<file path="src/pixout_pkg.sv">
// Constants for the receiver pixel output formatter
package pixout_pkg;

	// ==========================================
	// Register map (byte addresses)
	localparam logic [7:0] CTRL_ADDR = 8'h00;
	localparam logic [7:0] STATUS_ADDR = 8'h04;
	localparam logic [7:0] LINE_COUNT_ADDR = 8'h08;

	// ==========================================
	// Field positions and reset values
	localparam int CTRL_OUT_EN_BIT = 0;
	localparam logic CTRL_OUT_EN_RESET = 1'b1;
	localparam int STATUS_ACTIVE_BIT = 0;
	localparam int STATUS_PIXELS_PER_CLOCK_SELECT_BIT = 1;
	localparam int STATUS_DE_BIT = 2;
	localparam int STATUS_POWERED_BIT = 3;
	localparam int STATUS_ODD_BIT = 4;

	// ==========================================
	// Pixel field positions on both buses
	localparam int BLUE_LSB = 0;
	localparam int GREEN_LSB = 8;
	localparam int RED_LSB = 16;
	localparam int PIXEL_W = 24;
	localparam int COUNT_W = 16;

	// ==========================================
	// Timing counts
	localparam int SYNC_STAGES = 2;
	localparam int ACTIVE_LIMIT = 2048;
	localparam int ACTIVE_W = 12;

endpackage

</file>
<file path="src/pin_sync.sv">
// Two-flop synchroniser for pins from outside the system clock
`timescale 1ns/1ns
module pin_sync #(
	parameter int W = 1
) (
	input wire logic i_sys_clk, // System clock
	input wire logic i_rstn, // Synchronous reset, active low
	input wire logic [W-1:0] i_async, // Asynchronous inputs
	output logic [W-1:0] o_sync // Synchronised outputs
);

	logic [W-1:0] meta;
	logic [W-1:0] stable;

	// First stage is read only by the second stage
	always_ff @(posedge i_sys_clk) begin
		if (!i_rstn) begin
			meta <= '0;
			stable <= '0;
		end else begin
			meta <= i_async;
			stable <= meta;
		end
	end

	assign o_sync = stable;

endmodule // pin_sync

</file>
<file path="src/pixel_output_formatter.sv">
// Pixel output formatter: link pixels onto even/odd buses, power-down, APB
`timescale 1ns/1ns
module pixel_output_formatter (
	input wire logic i_sys_clk, // System clock, 20 MHz
	input wire logic i_rstn, // Synchronous reset, active low
	input wire logic i_link_clk, // Recovered pixel clock of the link
	input wire logic [7:0] i_blue, // Channel 0 pixel data
	input wire logic [7:0] i_green, // Channel 1 pixel data
	input wire logic [7:0] i_red, // Channel 2 pixel data
	input wire logic i_hsync, // Channel 0 blank control
	input wire logic i_vsync, // Channel 0 blank control
	input wire logic [2:0] i_ctl, // Control 3..1 from channels 2 and 1
	input wire logic i_de, // Decoded active display
	input wire logic i_chip_powerdown_n, // Whole chip power-down
	input wire logic i_output_driver_powerdown_n, // Output driver power-down
	input wire logic i_pixels_per_clock_select, // High two pixels per clock
	input wire logic i_stagger_select_n, // Low staggers odd bus
	input wire logic i_output_clock_polarity_select, // High rising edge
	input wire logic i_psel, // APB select
	input wire logic i_penable, // APB enable
	input wire logic i_pwrite, // APB direction
	input wire logic [7:0] i_paddr, // APB address
	input wire logic [31:0] i_pwdata, // APB write data
	output logic [31:0] o_prdata, // APB read data
	output logic o_pready, // APB ready
	output logic o_pslverr, // APB error
	output logic [23:0] o_even_pixel_bus, // Even pixel bus
	output logic [23:0] o_odd_pixel_bus, // Odd pixel bus
	output logic o_hsync, // Horizontal sync
	output logic o_vsync, // Vertical sync
	output logic o_display_active_flag, // Data enable
	output logic [1:0] o_ctl_upper, // Control 3..2
	output logic o_output_pixel_clock, // Output pixel clock
	output logic o_pixel_oe_n, // Enable of buses, syncs, flag, ctl3..2, clock
	output logic o_general_control_out_1, // Control 1
	output logic o_general_control_out_1_oe_n, // Enable of control 1
	output logic o_link_active_detect, // Link activity
	output logic o_link_active_oe_n // Enable of link activity
);

	// ==========================================
	// Input synchronisation
	localparam int SW = 36;
	logic [SW-1:0] raw_pins;
	logic [SW-1:0] s;

	// All mode pins and link signals come from outside the system clock
	assign raw_pins = {i_link_clk, i_chip_powerdown_n, i_output_driver_powerdown_n,
		i_pixels_per_clock_select, i_stagger_select_n, i_output_clock_polarity_select,
		i_de, i_hsync, i_vsync, i_ctl, i_red, i_green, i_blue};

	pin_sync #(
		.W(SW)
	) u_sync (
		.i_sys_clk(i_sys_clk),
		.i_rstn(i_rstn),
		.i_async(raw_pins),
		.o_sync(s)
	);

	wire lclk_s = s[35];
	wire pd_ok = s[34];
	wire pdo_ok = s[33];
	wire pixels_per_clock_select = s[32];
	wire stagger_select_n_n = s[31];
	wire ock_pol = s[30];
	wire de_s = s[29];
	wire hs_s = s[28];
	wire vs_s = s[27];
	wire [2:0] ctl_s = s[26:24];
	wire [23:0] pix_s = s[23:0];

	// ==========================================
	// State
	logic lclk_d;
	logic [23:0] cap_pix;
	logic [23:0] even_hold;
	logic [23:0] odd_hold;
	logic cap_de;
	logic cap_hs;
	logic cap_vs;
	logic [2:0] cap_ctl;
	logic cap_odd;
	logic upd_d;
	logic stagger_select_n_d;
	logic output_pixel_clock_phase;
	localparam int ACTIVE_W_L = pixout_pkg::ACTIVE_W;
	localparam int CW = pixout_pkg::COUNT_W;
	logic [ACTIVE_W_L-1:0] idle_cnt;
	logic link_active;
	logic [CW-1:0] line_count;
	logic out_en;

	// ==========================================
	// Link clock edges, line start and update events
	wire rise = lclk_s & ~lclk_d & pd_ok;
	wire fall = ~lclk_s & lclk_d & pd_ok;
	wire line_start = rise & de_s & ~cap_de;
	wire next_odd = line_start ? 1'b0 : ~cap_odd;
	wire upd = fall & (~pixels_per_clock_select | cap_odd);
	wire stagger_select_n = pixels_per_clock_select & ~stagger_select_n_n;
	wire [23:0] next_odd_bus = pixels_per_clock_select ? cap_pix : 24'h000000;
	wire [23:0] next_even_bus = pixels_per_clock_select ? even_hold : cap_pix;
	wire odd_load = stagger_select_n ? upd_d & stagger_select_n_d : upd & ~stagger_select_n;
	wire de_change = rise & (de_s != cap_de);
	wire [ACTIVE_W_L-1:0] active_lim = ACTIVE_W_L'(pixout_pkg::ACTIVE_LIMIT - 1);

	// Two-pixel clock high over even pixel, one-pixel clock follows link
	wire next_output_pixel_clock_phase = !pd_ok ? 1'b0 :
		rise ? (pixels_per_clock_select ? ~next_odd : 1'b1) :
		(fall & ~pixels_per_clock_select) ? 1'b0 : output_pixel_clock_phase;

	// Link edge tracking
	always_ff @(posedge i_sys_clk) begin
		if (!i_rstn) begin
			lclk_d <= 1'b0;
		end else begin
			lclk_d <= lclk_s;
		end
	end

	// Capture one pixel with its controls on each link rising edge
	always_ff @(posedge i_sys_clk) begin
		if (!i_rstn || !pd_ok) begin
			cap_pix <= 24'h000000;
			cap_de <= 1'b0;
			cap_hs <= 1'b0;
			cap_vs <= 1'b0;
			cap_ctl <= 3'h0;
			cap_odd <= 1'b1;
		end else if (rise) begin
			cap_pix <= pix_s;
			cap_de <= de_s;
			cap_hs <= hs_s;
			cap_vs <= vs_s;
			cap_ctl <= ctl_s;
			cap_odd <= next_odd;
		end
	end

	// Hold the even pixel until its odd partner arrives
	always_ff @(posedge i_sys_clk) begin
		if (!i_rstn) begin
			even_hold <= 24'h000000;
		end else if (rise & ~next_odd) begin
			even_hold <= pix_s;
		end
	end

	// Pixel count within the current line
	always_ff @(posedge i_sys_clk) begin
		if (!i_rstn || !pd_ok) begin
			line_count <= '0;
		end else if (rise) begin
			line_count <= line_start ? CW'(1) :
				de_s ? line_count + CW'(1) : line_count;
		end
	end

	// ==========================================
	// Output registers, all changing on one output period
	always_ff @(posedge i_sys_clk) begin
		if (!i_rstn || !pd_ok) begin
			o_even_pixel_bus <= 24'h000000;
			o_hsync <= 1'b0;
			o_vsync <= 1'b0;
			o_display_active_flag <= 1'b0;
			o_ctl_upper <= 2'h0;
			o_general_control_out_1 <= 1'b0;
		end else if (upd) begin
			o_even_pixel_bus <= next_even_bus;
			o_hsync <= cap_hs;
			o_vsync <= cap_vs;
			o_display_active_flag <= cap_de;
			o_ctl_upper <= cap_ctl[2:1];
			o_general_control_out_1 <= cap_ctl[0];
		end
	end

	// Odd bus, optionally one system cycle behind the even bus
	always_ff @(posedge i_sys_clk) begin
		if (!i_rstn || !pd_ok) begin
			odd_hold <= 24'h000000;
			o_odd_pixel_bus <= 24'h000000;
			upd_d <= 1'b0;
			stagger_select_n_d <= 1'b0;
		end else begin
			upd_d <= upd;
			stagger_select_n_d <= stagger_select_n;
			if (upd) begin
				odd_hold <= next_odd_bus;
			end
			if (odd_load) begin
				o_odd_pixel_bus <= stagger_select_n ? odd_hold : next_odd_bus;
			end
		end
	end

	// Output clock with selectable latching edge
	always_ff @(posedge i_sys_clk) begin
		if (!i_rstn) begin
			output_pixel_clock_phase <= 1'b0;
			o_output_pixel_clock <= 1'b0;
		end else begin
			output_pixel_clock_phase <= next_output_pixel_clock_phase;
			o_output_pixel_clock <= next_output_pixel_clock_phase ^ ~ock_pol;
		end
	end

	// ==========================================
	// Link activity: data enable must keep toggling
	always_ff @(posedge i_sys_clk) begin
		if (!i_rstn || !pd_ok) begin
			idle_cnt <= '0;
			link_active <= 1'b0;
		end else if (de_change) begin
			idle_cnt <= '0;
			link_active <= 1'b1;
		end else if (rise) begin
			if (idle_cnt == active_lim) begin
				link_active <= 1'b0;
			end else begin
				idle_cnt <= idle_cnt + ACTIVE_W_L'(1);
			end
		end
	end

	// Driver enables, active low
	always_ff @(posedge i_sys_clk) begin
		if (!i_rstn) begin
			o_pixel_oe_n <= 1'b1;
			o_general_control_out_1_oe_n <= 1'b1;
			o_link_active_oe_n <= 1'b1;
			o_link_active_detect <= 1'b0;
		end else begin
			o_pixel_oe_n <= ~(pd_ok & pdo_ok & out_en);
			o_general_control_out_1_oe_n <= ~pd_ok;
			o_link_active_oe_n <= ~pd_ok;
			o_link_active_detect <= link_active;
		end
	end

	// ==========================================
	// APB slave, one wait state
	wire access = i_psel & i_penable & ~o_pready;
	wire hit_ctrl = i_paddr == pixout_pkg::CTRL_ADDR;
	wire hit_stat = i_paddr == pixout_pkg::STATUS_ADDR;
	wire hit_cnt = i_paddr == pixout_pkg::LINE_COUNT_ADDR;
	wire hit = hit_ctrl | hit_stat | hit_cnt;
	// Write lands at the edge where the master sees ready
	wire wr_ctrl = i_psel & i_penable & o_pready & i_pwrite & hit_ctrl;
	wire [31:0] stat_word = {27'h0000000, cap_odd, pd_ok, cap_de, pixels_per_clock_select, link_active};
	wire [31:0] rd_word = hit_ctrl ? {31'h00000000, out_en} :
		hit_stat ? stat_word :
		hit_cnt ? {16'h0000, line_count} : 32'h00000000;

	// Control register and bus answer
	always_ff @(posedge i_sys_clk) begin
		if (!i_rstn) begin
			out_en <= pixout_pkg::CTRL_OUT_EN_RESET;
			o_pready <= 1'b0;
			o_pslverr <= 1'b0;
			o_prdata <= 32'h00000000;
		end else begin
			o_pready <= access;
			o_pslverr <= access & ~hit;
			o_prdata <= (access & ~i_pwrite) ? rd_word : 32'h00000000;
			if (wr_ctrl) begin
				out_en <= i_pwdata[pixout_pkg::CTRL_OUT_EN_BIT];
			end
		end
	end
endmodule // pixel_output_formatter

</file>
<file path="config.mk">
export PLATFORM = sky130hd
export DESIGN_NAME = pixel_output_formatter
export DESIGN_NICKNAME = d
export VERILOG_FILES = /design/src/pixout_pkg.sv /design/src/pin_sync.sv /design/src/pixel_output_formatter.sv
export SDC_FILE = /design/constraint.sdc
export NUM_CORES = 1
export LEC_CHECK = 0
export ABC_AREA = 0
export BUFFER_PORTS_ARGS = -buffer_cell sky130_fd_sc_hd__clkbuf_2
export CELL_PAD_IN_SITES_DETAIL_PLACEMENT = 0
export CELL_PAD_IN_SITES_GLOBAL_PLACEMENT = 1
export CORE_UTILIZATION = 47
export CTS_BUF_LIST = sky130_fd_sc_hd__clkbuf_4
export DETAILED_ROUTE_END_ITERATION = 6
export PLACE_DENSITY_LB_ADDON = 0.1
export SLEW_MARGIN = 10
export SYNTH_ARGS = -nofsm -noshare
export SYNTH_HDL_FRONTEND = slang
export SYNTH_SLANG_ARGS = --single-unit
</file>
<file path="constraint.sdc">
create_clock -name i_sys_clk -period 3.21 [get_ports i_sys_clk]
set_clock_uncertainty 0.1 [all_clocks]
set_input_delay 0.1605 -clock i_sys_clk [delete_from_list [all_inputs] [get_ports i_sys_clk]]
set_output_delay 0.1605 -clock i_sys_clk [all_outputs]
set_load 0.05 [all_outputs]
</file>
==> run_summary.xml <==
<?xml version="1.0" encoding="UTF-8"?>
<metrics>
  <group name="placed_design">
    <metric name="placed_area" unit="um2">10200</metric>
    <metric name="port-buffer-count" unit="">126</metric>
    <metric name="finalWeightedCongestion" unit="">0.725</metric>
    <metric name="dpl.hpwl" unit="um">13100</metric>
    <metric name="placed_cells_incl_taps" unit="">1325</metric>
  </group>
  <group name="timing">
    <metric name="final_period_minus_worst_setup_slack" unit="ns">2.79</metric>
    <metric name="tightestPinTransition" unit="ns">1.13</metric>
    <metric name="unrepaired_setup_endpoints_after_global_routing" unit="">false</metric>
    <metric name="timing.slew.headroom" unit="">0.248</metric>
    <metric name="setup_violations" unit="">0</metric>
    <metric name="finalHoldViolations" unit="">0</metric>
    <metric name="final_min_period_over_clock_period" unit="">0.869</metric>
    <metric name="final.setup.tns" unit="ns">0</metric>
    <metric name="max_freq" unit="MHz">359</metric>
    <metric name="whs" unit="ns">0.111</metric>
    <metric name="final-max-slew-violation-count" unit="">0</metric>
  </group>
  <group name="final_layout">
    <metric name="nets" unit="">1266</metric>
    <metric name="layout.cell_area.non_filler" unit="um2">11500</metric>
    <metric name="post_route_cells_drive_above_1_share" unit="">0.210</metric>
    <metric name="syn2layout_area_growth" unit="%">21.5</metric>
    <metric name="fin_cells" unit="">1488</metric>
  </group>
  <group name="grt">
    <metric name="grt_max_degree" unit="">90</metric>
    <metric name="grt_overflow_total" unit="">0</metric>
    <metric name="first_global_vias" unit="">6828</metric>
    <metric name="grt_pass1_wl" unit="um">34200</metric>
    <metric name="grt_usage" unit="">0.210</metric>
    <metric name="grt_antenna_before_repair" unit="">1</metric>
  </group>
  <group name="floorplanning">
    <metric name="floorplan.initialDensity" unit="">0.483</metric>
    <metric name="rows" unit="">51</metric>
    <metric name="die_h" unit="um">144</metric>
    <metric name="die-area" unit="um2">20800</metric>
    <metric name="chipWidth" unit="um">144</metric>
    <metric name="ioPinCount" unit="">174</metric>
    <metric name="core-area" unit="um2">19700</metric>
  </group>
  <group name="power_and_ir_drop">
    <metric name="power_per_cell_area" unit="nW/um2">546</metric>
    <metric name="switching_share" unit="">0.224</metric>
    <metric name="internal_power" unit="mW">4.89</metric>
    <metric name="power.combinational.fraction" unit="">0.039</metric>
    <metric name="power.share.sequential" unit="">0.524</metric>
    <metric name="vdd_drop_max" unit="uV">292</metric>
    <metric name="p_leak" unit="nW">4.33</metric>
    <metric name="clock_power_share" unit="">0.437</metric>
    <metric name="p_sw" unit="mW">1.41</metric>
  </group>
  <group name="clock_network">
    <metric name="tritoncts.num_buffers" unit="">69</metric>
    <metric name="clock_tree_from_tritoncts" unit="">built</metric>
    <metric name="ctsRootBufferMaster" unit="">clkbuf_4</metric>
    <metric name="cts_num_sinks" unit="">261</metric>
    <metric name="skew_pair_late_insertion_delay" unit="ns">0.64</metric>
    <metric name="clk_path_buf_depth" unit="">3</metric>
    <metric name="cts_htree_levels" unit="">3</metric>
    <metric name="cts-resized-gates" unit="">0</metric>
    <metric name="path_clk_slew" unit="ns">0.06</metric>
  </group>
  <group name="status">
    <metric name="result_of_the_run" unit="">complete, no violations</metric>
  </group>
  <group name="critical_path">
    <metric name="critical_path_cell_with_the_highest_stage_delay" unit="">dlygate4sd3_1</metric>
    <metric name="path_depth" unit="">8</metric>
    <metric name="critical-path-max-stage-delay" unit="ns">0.66</metric>
    <metric name="startpoint_type" unit="">input port</metric>
    <metric name="critPathTopFamily" unit="">buffers and inverters</metric>
    <metric name="crit_required" unit="ns">3.69</metric>
    <metric name="path_cells" unit="">dlygate4sd3_1, clkbuf_2, and4b_1, dlygate4sd3_1, nand4b_1, dlygate4sd3_1, nor2_1, dlygate4sd3_1</metric>
    <metric name="worst-path-buf-inv" unit="">5</metric>
    <metric name="critical_path.max_fanout" unit="">16</metric>
    <metric name="critical_path_class" unit="">in -&gt; reg</metric>
    <metric name="category_of_the_worst_setup_path_capture_point" unit="">flop</metric>
    <metric name="worstRegToRegCells" unit="">6</metric>
    <metric name="critical-path-top-cell-by-count" unit="">dlygate4sd3_1</metric>
    <metric name="worstPathArrival" unit="ns">3.27</metric>
  </group>
  <group name="drt">
    <metric name="initialDrtViolationCount" unit="">295</metric>
    <metric name="via_count" unit="">7377</metric>
    <metric name="drt_drc_violations_left" unit="">0</metric>
    <metric name="totalWireLength" unit="um">21200</metric>
    <metric name="vias_per_cell" unit="">4.96</metric>
    <metric name="wl_per_cell" unit="um">14.2</metric>
    <metric name="postRouteAntennaNets" unit="">0</metric>
    <metric name="detail_route.first_pass.iterations" unit="">5</metric>
  </group>
  <group name="logic_synthesis">
    <metric name="synth.ff_latch_count" unit="">261</metric>
    <metric name="synth_fa_ha_area_frac" unit="">0.00263</metric>
    <metric name="yosys_warnings" unit="">0</metric>
    <metric name="synth_simple_gate_area_frac" unit="">0.208</metric>
    <metric name="synthMuxAreaShare" unit="">0.0527</metric>
    <metric name="main_combinational_cell_family_by_area_after_synthesis" unit="">simple AND/OR/NAND/NOR gates</metric>
    <metric name="yosys_most_used_dff" unit="">dfxtp_1</metric>
    <metric name="synth_sequential_area_ratio" unit="">0.550</metric>
    <metric name="synth_compound_gate_area_share" unit="">0.130</metric>
    <metric name="synth_xor_xnor_area_share" unit="">0.00738</metric>
    <metric name="mean_post_synth_cell_area" unit="um2">9.58</metric>
    <metric name="ys_types" unit="">51</metric>
    <metric name="mappedNetlistArea" unit="um2">9500</metric>
    <metric name="synth_async_sr_flop_share" unit="">0</metric>
    <metric name="synth-edff-count" unit="">0</metric>
    <metric name="postSynthCellCount" unit="">992</metric>
  </group>
  <group name="run">
    <metric name="max_cap_viol_count" unit="">0</metric>
  </group>
  <group name="hold_path">
    <metric name="worstHoldPathCells" unit="">5</metric>
    <metric name="hp-class" unit="">in -&gt; reg</metric>
  </group>
</metrics>
[worst reg2reg max path, stage by stage (launching register included)]
cell           delay, ns
dfxtp_1             0.31
and4b_1             0.23
dlygate4sd3_1       0.59
nand4b_1            0.19
dlygate4sd3_1       0.66
nor2_1              0.11
dlygate4sd3_1       0.54
[power groups by stage]
| stage | Combinational, mW | Clock [mW] | Sequential [mW] |
|---|---|---|---|
| floorplan | 0.153 | 0 | 3.38 |
| global placement | 0.200 | 0 | 3.37 |
| detailed placement | 0.200 | 0 | 3.38 |
| CTS | 0.243 | 2.86 | 3.30 |
| global route | 0.263 | 3.05 | 3.31 |
| finish | 0.244 | 2.75 | 3.30 |
[cells in the mapped netlist, types with 2 or more instances]
cell | instances | area share
o311ai_1 | 2 | 0.0018
buf_6 | 2 | 0.0024
a31oi_1 | 4 | 0.0026
and4_1 | 7 | 0.0065
xor2_1 | 7 | 0.0065
o21ai_0 | 13 | 0.0068
a21boi_0 | 17 | 0.013
inv_1 | 3 | 0.0012
and3_1 | 2 | 0.0013
a21oi_1 | 54 | 0.028
a211oi_1 | 24 | 0.019
and3b_1 | 2 | 0.0018
buf_1 | 2 | 0.00079
o21a_1 | 3 | 0.0024
or4_1 | 6 | 0.0047
nor2_1 | 69 | 0.027
o41ai_1 | 2 | 0.0018
nand3_1 | 34 | 0.018
and4b_1 | 3 | 0.0032
or3_1 | 9 | 0.0059
a22oi_1 | 28 | 0.022
and2_1 | 91 | 0.060
buf_2 | 28 | 0.015
ha_1 | 2 | 0.0026
o21ai_1 | 2 | 0.0011
nor3b_1 | 2 | 0.0016
nand4_1 | 10 | 0.0066
nand2b_1 | 4 | 0.0026
nor4_1 | 2 | 0.0013
mux2i_1 | 50 | 0.053
nand2_1 | 135 | 0.053
buf_4 | 19 | 0.015
nor2b_1 | 6 | 0.0040
o31ai_1 | 28 | 0.022
dfxtp_1 | 261 | 0.55
clkbuf_1 | 38 | 0.015
a21boi_1 | 7 | 0.0055
[sequential cells by signal, indices dropped and copies added (netlist names), 2 cells and up]
signal            cells
u_sync.meta          36
u_sync.o_sync        36
cap_pix              24
even_hold            24
o_even_pixel_bus     24
o_odd_pixel_bus      24
odd_hold             24
line_count           16
o_prdata             16
idle_cnt             12
cap_ctl               3
o_ctl_upper           2
[final timing paths]
check                    startpoint            to  slack, ns
setup reg to reg           o_pready   o_prdata[1]       0.44
setup / recovery             i_rstn   o_prdata[1]       0.42
hold reg to reg   u_sync.o_sync[33]  o_pixel_oe_n       0.29
hold / removal           i_paddr[0]  o_prdata[13]       0.11
[layer usage]
| layer | GRT usage | wire length (um) | part of all wire |
|---|---|---|---|
| met5 | 0 | 0 | 0 |
| met1 | 0.300 | 10900 | 0.51 |
| met4 | 0.0892 | 317 | 0.015 |
| met3 | 0.0530 | 1150 | 0.054 |
| met2 | 0.299 | 8820 | 0.42 |
[placed cells by master, fill, tap and decap left out, types with 3 or more instances in the layout]
cell type / n
a211oi_1: 24
a21boi_0: 17
a21boi_1: 7
a21oi_1: 54
a22oi_1: 28
a31oi_1: 3
and2_1: 90
and4_1: 7
and4b_1: 3
buf_4: 16
clkbuf_2: 126
clkbuf_4: 101
clkinv_1: 4
conb_1: 16
dfxtp_1: 260
dlygate4sd3_1: 52
inv_2: 5
mux2i_1: 50
nand2_1: 135
nand2b_1: 4
nand3_1: 34
nand4_1: 10
nor2_1: 69
nor2b_1: 6
o21a_1: 3
o21ai_0: 13
o31ai_1: 28
or3_1: 9
or4_1: 6
xor2_1: 7
[timing repair]
action                    CTS  global route
hold endpoints to repair   56             0
hold buffers               52             0
buffers inserted            0             0
[per-stage QoR]
stage | worst slack, ns | power (mW) | util
after global placement | 0.988 | 3.57 | 0.519
after global routing | 0.291 | 6.62 | 0.587
after CTS | 0.448 | 6.41 | 0.587
after detailed placement | 0.913 | 3.58 | 0.519
final | 0.421 | 6.30 | 0.587
after floorplan | 1.55 | 3.53 | -
[kinds of logic after synthesis]
logic type,Yosys count
compound gates,187
xor+xnor,8
fa+ha+maj,2
buf+inv,92
flops,261
mux,50
other cells,1
simple gates,391
[area by class of cell]
type / instances / area (um2)
Sequential cell: 261 / 5230
Multi-Input combinational cell: 654 / 3880
Clock buffer: 101 / 758
Tap cell: 265 / 332
Inverter: 3 / 11.3
Timing Repair Buffer: 194 / 1270
Fill cell: 1881 / 8110
Antenna cell: 1 / 2.50
Clock inverter: 9 / 60.1
Power figures use the tool's default switching activity.
